[config.mk]
export PLATFORM = sky130hd
export DESIGN_NAME = udc_counter
export DESIGN_NICKNAME = d
export VERILOG_FILES = /design/src/logic/udc_pkg.sv /design/src/logic/udc_counter.sv
export SDC_FILE = /design/constraint.sdc
export NUM_CORES = 1
export LEC_CHECK = 0
export ABC_AREA = 1
export BUFFER_PORTS_ARGS = -buffer_cell sky130_fd_sc_hd__buf_2
export CAP_MARGIN = 10
export CORE_MARGIN = 2
export CORE_UTILIZATION = 25
export CTS_CLUSTER_DIAMETER = 50
export CTS_CLUSTER_SIZE = 14
export DETAILED_ROUTE_END_ITERATION = 8
export GPL_ROUTABILITY_DRIVEN = 0
export HOLD_SLACK_MARGIN = 0.05
export MAX_ROUTING_LAYER = met4
export SYNTH_ARGS = -nofsm -noshare
export SYNTH_HDL_FRONTEND = slang
export SYNTH_SLANG_ARGS = --single-unit
[constraint.sdc]
create_clock -name ref_clk -period 1.42 [get_ports ref_clk]
set_clock_uncertainty 0.2 [all_clocks]
set_input_delay 0.213 -clock ref_clk [delete_from_list [all_inputs] [get_ports ref_clk]]
set_output_delay 0.213 -clock ref_clk [all_outputs]
set_load 0.02 [all_outputs]
[src/logic/udc_pkg.sv]
/*
 * Shared constants and types for the dual-clock up/down counter.
 * Assumes nothing beyond a SystemVerilog compiler.
 */
package udc_pkg;
    localparam int CNT_W = 4;
    localparam logic [CNT_W-1:0] CNT_MAX = 4'hf;
    localparam logic [CNT_W-1:0] CNT_ZERO = 4'h0;
    localparam logic [CNT_W-1:0] CNT_STEP = 4'h1;
    localparam logic [CNT_W-1:0] CNT_RST = 4'h0;
    localparam logic TC_IDLE = 1'b1;

    // Pin levels as they arrive, and after each synchroniser stage
    typedef struct packed {
        logic up_clk;
        logic down_clk;
        logic load_n;
        logic clear;
        logic [CNT_W-1:0] preset;
    } udc_pins_t;

    localparam udc_pins_t PINS_RST = '{
        up_clk: 1'b1, down_clk: 1'b1, load_n: 1'b1, clear: 1'b0, preset: 4'h0
    };
endpackage : udc_pkg

[src/logic/udc_counter.sv]
/*
 * Four-bit up/down counter with separate up and down count clocks,
 * parallel load, master clear and cascade carry/borrow outputs.
 * Assumes all counter pins come from outside the ref_clk domain and
 * change slowly against the 50 MHz sampling clock.
 */
// Operation
// - Four-bit count changes only on a count clock rise, load or clear.
// - Up clock rise with down clock High increments the count by one.
// - Down clock rise with up clock High decrements the count by one.
// - Carry rests High; at count 15 it copies the up clock level.
// - Borrow rests High; at count zero it copies the down clock level.
// - Carry and borrow feed the next stage's up and down clocks.
// - Low load copies the preset inputs into the count, ignoring clocks.
// - Clear forces zero, overrides both clocks and beats the load.
// - A clock held Low through clear or load counts on its next rise.
`timescale 1ns/1ps
`default_nettype none
module udc_counter (
    input wire logic ref_clk, // 50 MHz sampling clock
    input wire logic rst_b, // Asynchronous reset, active low
    input wire logic up_count_clock, // Count-up clock pin
    input wire logic down_count_clock, // Count-down clock pin
    input wire logic preset_load_n, // Parallel load, active low
    input wire logic clear_all, // Master clear, active high
    input wire logic [udc_pkg::CNT_W-1:0] preset_value_in, // Parallel data
    output logic [udc_pkg::CNT_W-1:0] count_value_out, // Current count
    output logic carry_out_n, // Terminal count up, active low
    output logic borrow_out_n // Terminal count down, active low
);
    udc_pkg::udc_pins_t pins_in;
    udc_pkg::udc_pins_t meta_q, meta_d;
    udc_pkg::udc_pins_t sync_q, sync_d;
    logic up_prev_q, up_prev_d;
    logic down_prev_q, down_prev_d;
    logic [udc_pkg::CNT_W-1:0] count_q, count_d;
    logic carry_n_q, carry_n_d;
    logic borrow_n_q, borrow_n_d;
    logic up_rise, down_rise;

    assign pins_in = '{
        up_clk: up_count_clock,
        down_clk: down_count_clock,
        load_n: preset_load_n,
        clear: clear_all,
        preset: preset_value_in
    };

    // Edge detectors keep tracking during clear and load
    assign up_rise = sync_q.up_clk & ~up_prev_q;
    assign down_rise = sync_q.down_clk & ~down_prev_q;

    // Two synchroniser stages, then one stage of history for the edge detectors
    always_comb begin
        meta_d = pins_in;
        sync_d = meta_q;
        up_prev_d = sync_q.up_clk;
        down_prev_d = sync_q.down_clk;
    end

    always_ff @(posedge ref_clk or negedge rst_b) begin
        if (!rst_b) begin
            meta_q <= udc_pkg::PINS_RST;
            sync_q <= udc_pkg::PINS_RST;
            up_prev_q <= udc_pkg::PINS_RST.up_clk;
            down_prev_q <= udc_pkg::PINS_RST.down_clk;
        end else begin
            meta_q <= meta_d;
            sync_q <= sync_d;
            up_prev_q <= up_prev_d;
            down_prev_q <= down_prev_d;
        end
    end

    // Clear beats load, load beats counting
    always_comb begin
        count_d = count_q;
        if (sync_q.clear) begin
            count_d = udc_pkg::CNT_ZERO;
        end else if (!sync_q.load_n) begin
            count_d = sync_q.preset;
        end else if (up_rise && sync_q.down_clk && !down_rise) begin
            count_d = count_q + udc_pkg::CNT_STEP;
        end else if (down_rise && sync_q.up_clk && !up_rise) begin
            count_d = count_q - udc_pkg::CNT_STEP;
        end
        // A rise while the other clock is Low is dropped
    end

    always_ff @(posedge ref_clk or negedge rst_b) begin
        if (!rst_b) begin
            count_q <= udc_pkg::CNT_RST;
        end else begin
            count_q <= count_d;
        end
    end

    // Terminal outputs move in the same cycle as the count they belong to
    always_comb begin
        carry_n_d = !((count_d == udc_pkg::CNT_MAX) && !sync_q.up_clk);
        borrow_n_d = !((count_d == udc_pkg::CNT_ZERO) && !sync_q.down_clk);
    end

    always_ff @(posedge ref_clk or negedge rst_b) begin
        if (!rst_b) begin
            carry_n_q <= udc_pkg::TC_IDLE;
            borrow_n_q <= udc_pkg::TC_IDLE;
        end else begin
            carry_n_q <= carry_n_d;
            borrow_n_q <= borrow_n_d;
        end
    end

    assign count_value_out = count_q;
    assign carry_out_n = carry_n_q;
    assign borrow_out_n = borrow_n_q;
endmodule // udc_counter
`default_nettype wire

# ---- Word level (Yosys, flattened, before mapping)
# Cells that the tools add are included.
dict set report classes {
  addsub 2
  eq_ne 1
  mux 4
  bitwise 4
  n_reduce_logical 13
}
# cell n
set ops {}
lappend ops {{$mux 4} 4}
lappend ops {{$logic_and 1x1->1} 6}
lappend ops {{$logic_not 1->1} 6}
lappend ops {{$add 4x1->4 const B} 1}
lappend ops {{$eq 4x4->1 const B} 1}
lappend ops {{$logic_not 4->1} 1}
lappend ops {{$sub 4x1->4 const B} 1}
lappend ops {{$and 1x1->1} 2}
lappend ops {{$not 1->1} 2}
dict set report totals {
  ff_bits 24
  in_bits 10
  output_inout_bits 6
  wordCells 39
}

# ---- Logic depth before layout (Yosys ltp)
# Gate-level depths: netlist (run 1).
dict set report depth {
  word_depth 11
  ltp_mapped 10
  depth_no_buf 10
}

# ---- Worst setup path before layout (run 1)
# Ideal clock, no wire load.
dict set report synth_path {
  path_type {reg-to-reg}
  from {register count_q, in the netlist count_value_out[0]}
  to {register carry_n_q, in the netlist carry_out_n}
  setup_time_ns 0.083
  t_arrival_ns 1.276
  required_time_ns 1.137
  slack_ns -0.139
  path_stages_with_launch 9
  path_buffers 0
  synth_period_minus_slack_ns 1.559
  path_cell_list {dfrtp_1 -> inv_1 -> ha_1 -> nand2_1 -> nand3_1 -> nand3_1 -> nand2_2 -> nor2_1 -> nand3_1}
}
dict set report synth_via {
  elab_chain_len 8
  word_cells_on_any_way 9
  cone_classes {add/sub: 2; eq/ne: 1; mux: 4; reduce/logical: 2}
}
# item line
set synth_rtl {}
lappend synth_rtl {{start: declaration} udc_counter.sv:36} ;# logic [udc_pkg::CNT_W-1:0] count_q, count_d;
lappend synth_rtl {{start signal: assignment} udc_counter.sv:92} ;# count_q <= udc_pkg::CNT_RST;
lappend synth_rtl {{start signal: assignment} udc_counter.sv:94} ;# count_q <= count_d;
lappend synth_rtl {{$sub 4x1->4} udc_counter.sv:85} ;# count_d = count_q - udc_pkg::CNT_STEP;
lappend synth_rtl {{$mux 4} udc_counter.sv:84} ;# end else if (down_rise && sync_q.up_clk && !up_rise) begin
lappend synth_rtl {{$mux 4 *} udc_counter.sv:82} ;# end else if (up_rise && sync_q.down_clk && !down_rise) begin
lappend synth_rtl {{$mux 4 *} udc_counter.sv:80} ;# end else if (!sync_q.load_n) begin
lappend synth_rtl {{$mux 4 *} udc_counter.sv:78} ;# if (sync_q.clear) begin
lappend synth_rtl {{$eq 4x4->1 *} udc_counter.sv:100} ;# carry_n_d = !((count_d == udc_pkg::CNT_MAX) && !sync_q.up_clk);
lappend synth_rtl {{$logic_and 1x1->1 *} udc_counter.sv:100}
lappend synth_rtl {{$logic_not 1->1 *} udc_counter.sv:100}
lappend synth_rtl {{via carry_n_d} udc_counter.sv:37} ;# logic carry_n_q, carry_n_d;
lappend synth_rtl {{end signal: assignment} udc_counter.sv:106} ;# carry_n_q <= udc_pkg::TC_IDLE;
lappend synth_rtl {{end signal: assignment} udc_counter.sv:109} ;# carry_n_q <= carry_n_d;
lappend synth_rtl {{end: declaration} udc_counter.sv:37}
# The timed path passes the listed nets; every way through them passes the cells marked *.

# ---- Final worst setup path (run 1)
dict set report layout_path {
  from {register sync_q, in the netlist up_prev_d}
  to {register borrow_n_q, in the netlist borrow_out_n}
}
dict set report layout_via {
  elab_chain_len 10
  word_cells_on_any_way 13
  cone_classes {mux: 4; bitwise: 1; reduce/logical: 8}
}
# item line
set layout_rtl {}
lappend layout_rtl {{start: declaration} udc_counter.sv:33} ;# udc_pkg::udc_pins_t sync_q, sync_d;
lappend layout_rtl {{start signal: assignment} udc_counter.sv:64} ;# sync_q <= udc_pkg::PINS_RST;
lappend layout_rtl {{start signal: assignment} udc_counter.sv:69} ;# sync_q <= sync_d;
lappend layout_rtl {{$and 1x1->1} udc_counter.sv:50} ;# assign up_rise = sync_q.up_clk & ~up_prev_q;
lappend layout_rtl {{$logic_not 1->1} udc_counter.sv:84}
lappend layout_rtl {{$logic_and 1x1->1} udc_counter.sv:84}
lappend layout_rtl {{$mux 4} udc_counter.sv:84}
lappend layout_rtl {{$mux 4 *} udc_counter.sv:82}
lappend layout_rtl {{$mux 4 *} udc_counter.sv:80}
lappend layout_rtl {{$mux 4 *} udc_counter.sv:78}
lappend layout_rtl {{$logic_not 4->1 *} udc_counter.sv:101} ;# borrow_n_d = !((count_d == udc_pkg::CNT_ZERO) && !sync_q.down_clk);
lappend layout_rtl {{$logic_and 1x1->1 *} udc_counter.sv:101}
lappend layout_rtl {{$logic_not 1->1 *} udc_counter.sv:101}
lappend layout_rtl {{via borrow_n_d} udc_counter.sv:38} ;# logic borrow_n_q, borrow_n_d;
lappend layout_rtl {{end signal: assignment} udc_counter.sv:107} ;# borrow_n_q <= udc_pkg::TC_IDLE;
lappend layout_rtl {{end signal: assignment} udc_counter.sv:110} ;# borrow_n_q <= borrow_n_d;
lappend layout_rtl {{end: declaration} udc_counter.sv:38}
# Marked as above.

==> results.yml, run 1 <==
yosys:
  yosys_warnings: 0
  synth_area_leader_cell: "dfrtp_1"
  synth_top_area_share_pct: 36.8
  yosysSeqAreaShare_pct: 64.5
  syn-num-nets: 104
  synth_area_sq_um: 951
  synthCells: 92
  synth_cell_type_count: 14
  ys_seq_elements: 24
  synthTopCellsByArea: "dfrtp_1, dfstp_2, nand2_1"
  synth_area_per_cell_sq_um: 10.3
grt:
  grt_pass1_vias: 752
  grt_usage_pct: 9.60
  grt_max_degree: 25
  grt_pass1_wl_microns: 3040
  antenna_found_initial: 0
  gr-total-overflow: 0
power_and_ir_drop:
  vdd.ir_drop.worst_uv: 634
  pwr-share-seq_pct: 56.3
  p_sw_w: 0.000322
  p_per_area_nw_per_um2: 1000
  switching_share_pct: 24.0
  clockPowerShare_pct: 29.2
  p_leak_nw: 0.642
  comb_power_share_pct: 14.5
  p_total_w: 0.00134
  power.internal_w: 0.00102
clock_network:
  numCtsBuffers: 3
  cts.sinks: 24
  cts_tree: "built"
  clk_pin_slew_ns: 0.08
  clock_latency_ns: 0.26
  cts_max_level: 1
  cts-root-buf: "clkbuf_8"
  ctsLongestPathBuffers: 2
hold_path:
  hold_path_end: "sync_q[4]"
  hold_depth: 0
  hp-class: "reg2reg"
  hp-start: "meta_q[4]"
run_status:
  violations: "setup timing"
  outcome: "finished with violations"
critical_path:
  worstPathArrival_ns: 1.51
  cp_slowest_stage_delay_ns: 0.58
  r2r_start: "up_prev_d"
  startpoint_type: "flop"
  critical_path.cell_chain: "inv_2 > nor2_4 > nand2_2 > nand3_1 > nand3_2 > a21oi_2 > nand4_1"
  path_class: "reg2reg"
  ff2ff_setup_slack_ns: -0.11
  critPathSlowestCell: "dfstp_2"
  r2r_cells: 7
  end_kind: "flop"
  worstPathMaxFanout: 4
  cp_top_family: "flip-flops"
  cp.required_ns: 1.40
  r2r-end: "borrow_out_n"
  worstPathBufferInverterCount: 1
floorplanning:
  initial_core_util_pct: 26.0
  io_pins: 16
  dieArea_sq_um: 4310
  coreArea_sq_um: 3660
  num_rows: 22
  die_h_microns: 65.7
  die_width_microns: 65.7
place:
  place_area_sq_um: 1150
  post-place-ws_ns: -0.118
  dp_hpwl_microns: 1240
  portBuffers: 15
sta:
  slew_violations: 0
  slew_headroom_pct: 66.7
  final-setup-viol-count: 6
  rsz0062_at_grt: "true"
  finalCriticalPeriod_ns: 1.53
  tightestPinTransition_ns: 0.500
  holdWs_ns: 0.152
  setup_ws_ns: -0.109
  fin_crit_sh_pct: 108
  hold_viol_final: 0
  fin_setup_tns_ns: -0.336
  clock.fmax_mhz: 654
drt:
  drt-total-wl_microns: 1760
  ant_nets: 0
  vias_per_cell: 3.98
  drcViolationCount: 0
  first_pass_iters: 4
  vias: 697
  drtIter0Drc: 8
  routedWlPerCell_microns: 10.1
layout:
  design_area_sq_um: 1340
  area_growth_pct: 41.2
  layout_common_cells: "nand2_1, buf_2, dfrtp_1, nor2_1, dfstp_2"
  nets: 140
  layout-drive-gt1-share_pct: 52.8
  fillers: 352
  final_common_cell: "nand2_1"
  insertedDiodeCount: 0
run:
  max_cap_violations: 0
-- state kept, by name, summed over array words and instances (netlist names) --
register / flops
up_prev_d: 1
meta_q: 8
sync_q: 6
borrow_out_n: 1
down_prev_d: 1
count_value_out: 4
carry_out_n: 1
up_prev_q: 1
down_prev_q: 1
-- cell families after synthesis --
kind of cell / Yosys count / synth area share, %
buf+inv: 14 / 5.92
flops: 24 / 64.5
simple gates: 51 / 26.4
compound gates: 1 / 0.526
fa+ha+maj: 2 / 2.63
-- final cells by class --
cell class | count | area [sq um] | area share, %
repair buffers | 32 | 235 | 17.5
clock buffers | 4 | 45.0 | 3.36
multi-input cells | 54 | 338 | 25.2
inverters | 13 | 48.8 | 3.63
flip-flops and latches | 24 | 616 | 45.9
well taps | 48 | 60.1 | 4.47
-- layer usage --
metal  part of all wire [%]  global-route usage [%]
met1                     40                    9.81
met5                      0                       -
met4                    1.2                    4.69
met3                    2.8                    1.54
met2                     56                    17.7
-- cell usage after synthesis --
| cell | count |
|---|---|
| nand4_1 | 1 |
| buf_4 | 1 |
| nor2_2 | 3 |
| inv_1 | 10 |
| a21oi_1 | 1 |
| inv_2 | 3 |
| nand2_1 | 17 |
| dfstp_2 | 10 |
| nand3_2 | 4 |
| nor2_1 | 12 |
| ha_1 | 2 |
| nand3_1 | 8 |
| nand2_2 | 6 |
| dfrtp_1 | 14 |
-- how the worst max path moves through the flow --
| stage | depth (start not counted) | startpoint | end |
|---|---|---|---|
| 6_report | 7 | up_prev_d | borrow_out_n |
| 5_1_grt | 9 | up_prev_d | carry_out_n |
| 4_1_cts | 7 | up_prev_d | borrow_out_n |
| 3_3_place_gp | 7 | up_prev_d | borrow_out_n |
| 3_5_place_dp | 7 | up_prev_d | borrow_out_n |
| 2_1_floorplan | 7 | up_prev_d | borrow_out_n |
-- worst reg2reg max path: cells and delay by family (launching register included) --
kind                   cells  cell delay, ns
AO/OA/AOI/OAI              1            0.14
buffers and inverters      1            0.06
AND/OR/NAND/NOR            5            0.46
flip-flops                 1            0.58
-- power by group through the flow --
stage	clock network (W)	registers [W]	logic (W)
floorplan	0	0.000776	0.0000767
global placement	0	0.000766	0.000153
detailed placement	0	0.000769	0.000157
CTS	0.000414	0.000757	0.000186
global route	0.000434	0.000763	0.000218
finish	0.000393	0.000757	0.000195
-- repair_timing --
item                       in CTS  in global routing
pin swaps                      11                  3
gates resized for setup         9                  7
setup buffers                   1                  0
setup endpoints to repair       5                  7
hold endpoints to repair       22                  0
hold buffers                    9                  0
-- through the flow --
step	instances	utilization [%]
final	175	36.7
after global routing	175	36.7
after CTS	175	35.9
after detailed placement	161	31.3
after global placement	161	31.3
after floorplan	92	-
(Power assumes the default switching activity.)
==> run 2: changes to the inputs <==
==> constraint.sdc (replaced) <==
create_clock -name ref_clk -period 1.38 [get_ports ref_clk]
set_clock_uncertainty 0.2 [all_clocks]
set_input_delay 0.207 -clock ref_clk [delete_from_list [all_inputs] [get_ports ref_clk]]
set_output_delay 0.207 -clock ref_clk [all_outputs]
set_load 0.02 [all_outputs]
==> results.yml, run 2 (synthesis results as in run 1) <==
sta:
  finalCriticalPeriod_ns: 1.53
  rsz0062_at_grt: "true"
  holdWs_ns: 0.149
  slew_headroom_pct: 65.7
  hold_viol_final: 0
  fin_crit_sh_pct: 111
  slew_violations: 0
  final-setup-viol-count: 6
  setup_ws_ns: -0.151
  fin_setup_tns_ns: -0.489
  clock.fmax_mhz: 653
  tightestPinTransition_ns: 0.514
grt:
  grt_pass1_wl_microns: 2960
  grt_max_degree: 25
  gr-total-overflow: 0
  grt_usage_pct: 9.37
  antenna_found_initial: 0
  grt_pass1_vias: 746
clock_network:
  cts_tree: "built"
  ctsLongestPathBuffers: 2
  clk_pin_slew_ns: 0.08
  clock_latency_ns: 0.26
  numCtsBuffers: 3
  cts_max_level: 1
  cts.sinks: 24
  cts-root-buf: "clkbuf_8"
layout:
  fillers: 361
  largest_reg_flops: 8
  area_growth_pct: 49.3
  nets: 144
  largest-register: "meta_q"
  layout_common_cells: "nand2_1, dfrtp_1, buf_2, nor2_1, dfstp_2"
  insertedDiodeCount: 0
  final_common_cell: "nand2_1"
  instances_no_fill: 179
  layout-drive-gt1-share_pct: 54.2
floorplanning:
  coreArea_sq_um: 3660
  initial_core_util_pct: 26.0
  die_width_microns: 65.7
  die_h_microns: 65.7
  dieArea_sq_um: 4310
  io_pins: 16
  num_rows: 22
drt:
  first_pass_iters: 4
  routedWlPerCell_microns: 10.4
  drtIter0Drc: 13
  drcViolationCount: 0
  ant_nets: 0
  vias: 713
  vias_per_cell: 3.98
  drt-total-wl_microns: 1860
critical_path:
  worstPathMaxFanout: 3
  critPathLaunch: "up_prev_q"
  endpoint: "carry_out_n"
  r2r-end: "carry_out_n"
  r2r_cells: 9
  critical_path.cell_chain: "inv_2 > nor2_4 > nand2_2 > nand2_1 > nand3_2 > nand3_2 > nand2_2 > nor2_2 > nand3_1"
  startpoint_type: "flop"
  worstPathBufferInverterCount: 1
  worstPathArrival_ns: 1.53
  worst-path-stages: 9
  ff2ff_setup_slack_ns: -0.15
  critPathSlowestCell: "dfstp_2"
  cp.required_ns: 1.37
  cp_top_family: "simple AND/OR/NAND/NOR gates"
  r2r_start: "up_prev_q"
  end_kind: "flop"
  cp_slowest_stage_delay_ns: 0.56
  path_class: "reg2reg"
run_status:
  violations: "setup timing"
  outcome: "finished with violations"
run:
  max_cap_violations: 0
power_and_ir_drop:
  p_leak_nw: 0.678
  p_per_area_nw_per_um2: 1120
  vdd.ir_drop.worst_uv: 648
place:
  portBuffers: 15
  dp_hpwl_microns: 1190
  place_inst: 163
hold_path:
  hp-class: "reg2reg"
-- run 2: metrics by stage --
step                      setup WS (ns)  instance area, sq um  power [W]  util, %
after floorplan                 -0.0384                   966   0.000878        -
after CTS                        -0.150                  1370    0.00160     37.4
after global routing             -0.241                  1420    0.00168     38.8
after detailed placement         -0.144                  1160   0.000957     31.7
after global placement           -0.118                  1160   0.000952     31.7
final                            -0.151                  1420    0.00159     38.8
-- run 2: cell type report --
class / instances / area (sq um) / share of cell area (%)
sequential: 24 / 616 / 43.3
multi-input combinational: 54 / 335 / 23.6
timing repair buffer: 36 / 289 / 20.4
tap: 48 / 60.1 / 4.23
inverter: 13 / 48.8 / 3.44
clock buffer: 3 / 41.3 / 2.91
clock inverter: 1 / 30.0 / 2.11
-- run 2: layer usage --
metal	wire (microns)	part of all wire (%)	up-vias	global-route usage, %
li1	-	-	357	-
met1	762	41	342	8.93
met2	1050	56	12	17.8
met3	41	2.2	2	1.20
met4	7	0.38	0	5.47
met5	0	0	-	-
-- run 2: worst min-delay path by stage --
stage                     cells past startpoint      start                 end  slack (ns)
final                                         0  meta_q[1]           sync_q[1]        0.15
after floorplan                               0      rst_b  count_value_out[0]       -0.29
after global placement                        1      rst_b           meta_q[2]      -0.009
after detailed placement                      1      rst_b           meta_q[3]       0.004
after CTS                                     0  meta_q[1]           sync_q[1]        0.15
after global routing                          0  meta_q[1]           sync_q[1]        0.15
-- run 2: repair_timing --
item                                   in CTS  in global routing
setup endpoints to repair                   8                  9
hold buffers                                9                  0
endpoints found under the hold margin      22                  0
gates resized for setup                    13                  9
cloned                                      0                  0
pin swaps                                   8                  4
buffers inserted                            1                  2
-- run 2: worst reg2reg max path: cells and delay by family, from the launching register on --
kind                   cells  cell delay, ns
AND/OR/NAND/NOR            8            0.65
flip-flops                 1            0.56
buffers and inverters      1            0.06
-- run 2: power by group --
group	switching (W)	internal (W)	leakage (nW)	total, W
Clock	0.000207	0.000387	0.0357	0.000594
Sequential	0.0000254	0.000753	0.271	0.000778
Combinational	0.000112	0.000110	0.371	0.000222
Total	0.000344	0.00125	0.678	0.00159
==> run 3: changes to the inputs <==
--- a/config.mk
+++ b/config.mk
@@ -16,6 +16,7 @@
 export GPL_ROUTABILITY_DRIVEN = 0
 export HOLD_SLACK_MARGIN = 0.05
 export MAX_ROUTING_LAYER = met4
+export PLACE_DENSITY = 0.51
 export SYNTH_ARGS = -nofsm -noshare
 export SYNTH_HDL_FRONTEND = slang
 export SYNTH_SLANG_ARGS = --single-unit
==> results.yml, run 3 (synthesis results as in run 1) <==
place:
  dp_hpwl_microns: 1190
  portBuffers: 15
  place_area_sq_um: 1150
  place_inst: 162
clock_network:
  cts_max_level: 1
  ctsLongestPathBuffers: 2
  clk_pin_slew_ns: 0.08
  cts-root-buf: "clkbuf_8"
  cts_tree: "built"
  numCtsBuffers: 3
  cts.sinks: 24
  clock_latency_ns: 0.25
floorplanning:
  num_rows: 22
  dieArea_sq_um: 4310
  die_width_microns: 65.7
  initial_core_util_pct: 26.0
  coreArea_sq_um: 3660
  die_h_microns: 65.7
  io_pins: 16
layout:
  layout_common_cells: "nand2_1, buf_2, dfrtp_1, nor2_1, dfstp_2"
  final_common_cell: "nand2_1"
  largest-register: "meta_q"
  fillers: 354
  layout-drive-gt1-share_pct: 51.2
  insertedDiodeCount: 0
  multi_input_area_sq_um: 328
  nets: 142
  instances_no_fill: 177
  design_area_sq_um: 1370
  area_growth_pct: 44.2
  finalCoreUtilization_pct: 37.5
  regArea_sq_um: 616
  largest_reg_flops: 8
power_and_ir_drop:
  clockPowerShare_pct: 31.4
  comb_power_share_pct: 14.2
  pwr-share-seq_pct: 54.4
  p_leak_nw: 0.656
  p_sw_w: 0.000325
  vdd.ir_drop.worst_uv: 637
  p_per_area_nw_per_um2: 1040
  switching_share_pct: 22.7
  power.internal_w: 0.00111
hold_path:
  hp-class: "reg2reg"
  hold_path_end: "sync_q[1]"
  hold_depth: 0
  hp-start: "meta_q[1]"
grt:
  grt_pass1_vias: 693
  antenna_found_initial: 0
  grt_max_degree: 25
  gr-total-overflow: 0
  grt_pass1_wl_microns: 2620
  grt_usage_pct: 8.11
drt:
  vias_per_cell: 3.74
  ant_nets: 0
  drt-total-wl_microns: 1570
  first_pass_iters: 4
  drcViolationCount: 0
  vias: 662
  drtIter0Drc: 24
  routedWlPerCell_microns: 8.86
critical_path:
  end_kind: "flop"
  worstPathArrival_ns: 1.51
  path_class: "reg2reg"
  r2r-end: "carry_out_n"
  r2r_start: "down_prev_d"
  startpoint_type: "flop"
  worstPathMaxFanout: 3
  ff2ff_setup_slack_ns: -0.15
  cp.required_ns: 1.36
  r2r_cells: 9
sta:
  slew_headroom_pct: 67.3
  fin_crit_sh_pct: 111
  setup_ws_ns: -0.145
  final-setup-viol-count: 6
  slew_violations: 0
  hold_viol_final: 0
  clock.fmax_mhz: 656
  holdWs_ns: 0.151
  tightestPinTransition_ns: 0.491
  rsz0062_at_grt: "true"
  finalCriticalPeriod_ns: 1.53
run_status:
  violations: "setup timing"
  outcome: "finished with violations"
run:
  max_cap_violations: 0
run 3: cell types whose count changed in the layout (fill, tap and decap cells not counted):
cell       previous run  this run
buf_6                 7         5
bufinv_16             1         0
clkbuf_8              3         4
nand3_2               7         5
nand2_1              16        17
buf_4                 8         7
nand2_4               0         1
buf_2                12        13
nand3_1               5         7
nand2_2               7         5
run 3: worst max-delay path, cell delays in order, from the launching register on:
cell	delay [ns]
dfstp_2	0.57
nand2_1	0.09
inv_2	0.07
nand2_2	0.06
nand2_1	0.07
nand2_1	0.06
nand3_2	0.10
nand3_2	0.07
nor2_2	0.09
nand3_1	0.07
run 3: cell type report:
cell class                      count  area share [%]
Timing Repair Buffer               34            19.3
Inverter                           13            3.56
Sequential cell                    24            44.9
Clock buffer                        4            4.01
Tap cell                           48            4.38
Multi-Input combinational cell     54            23.9
run 3: power groups by stage:
stage	clock (W)	combinational, W	sequential, W
2_1_floorplan	0	0.0000790	0.000799
3_3_place_gp	0	0.000163	0.000788
3_5_place_dp	0	0.000164	0.000789
4_1_cts	0.000465	0.000199	0.000776
5_1_grt	0.000495	0.000226	0.000784
6_report	0.000450	0.000204	0.000778
run 3: layer usage:
layer | GRT usage (%) | vias to the layer above | wire [microns]
li1 | - | 353 | -
met2 | 14.8 | 12 | 816
met5 | - | - | 0
met3 | 1.54 | 2 | 54
met1 | 8.62 | 295 | 686
met4 | 3.13 | 0 | 10
run 3: stage by stage:
step / setup TNS [ns] / total power (W) / setup slack, ns
floorplan: -0.0768 / 0.000878 / -0.0384
global placement: -0.534 / 0.000951 / -0.179
detailed placement: -0.591 / 0.000953 / -0.195
CTS: -0.470 / 0.00144 / -0.159
global route: -0.955 / 0.00151 / -0.236
finish: -0.421 / 0.00143 / -0.145
run 3: how the worst max path moves through the flow:
stage | from | to | slack (ns) | depth (start not counted)
after detailed placement | up_prev_d | carry_out_n | -0.20 | 9
after floorplan | up_prev_d | borrow_out_n | -0.04 | 7
after global routing | up_prev_q | borrow_out_n | -0.24 | 8
after CTS | up_prev_d | carry_out_n | -0.16 | 9
after global placement | up_prev_d | borrow_out_n | -0.18 | 7
final | down_prev_d | carry_out_n | -0.15 | 9
run 3: timing repair:
| action | 4_1_cts | 5_1_grt |
|---|---|---|
| gates resized for setup | 11 | 6 |
| endpoints found under the hold margin | 22 | 0 |
| cloned | 0 | 0 |
| hold buffers | 9 | 0 |
| buffers inserted | 1 | 1 |
| pin swaps | 5 | 8 |
| endpoints found under the setup margin | 8 | 8 |
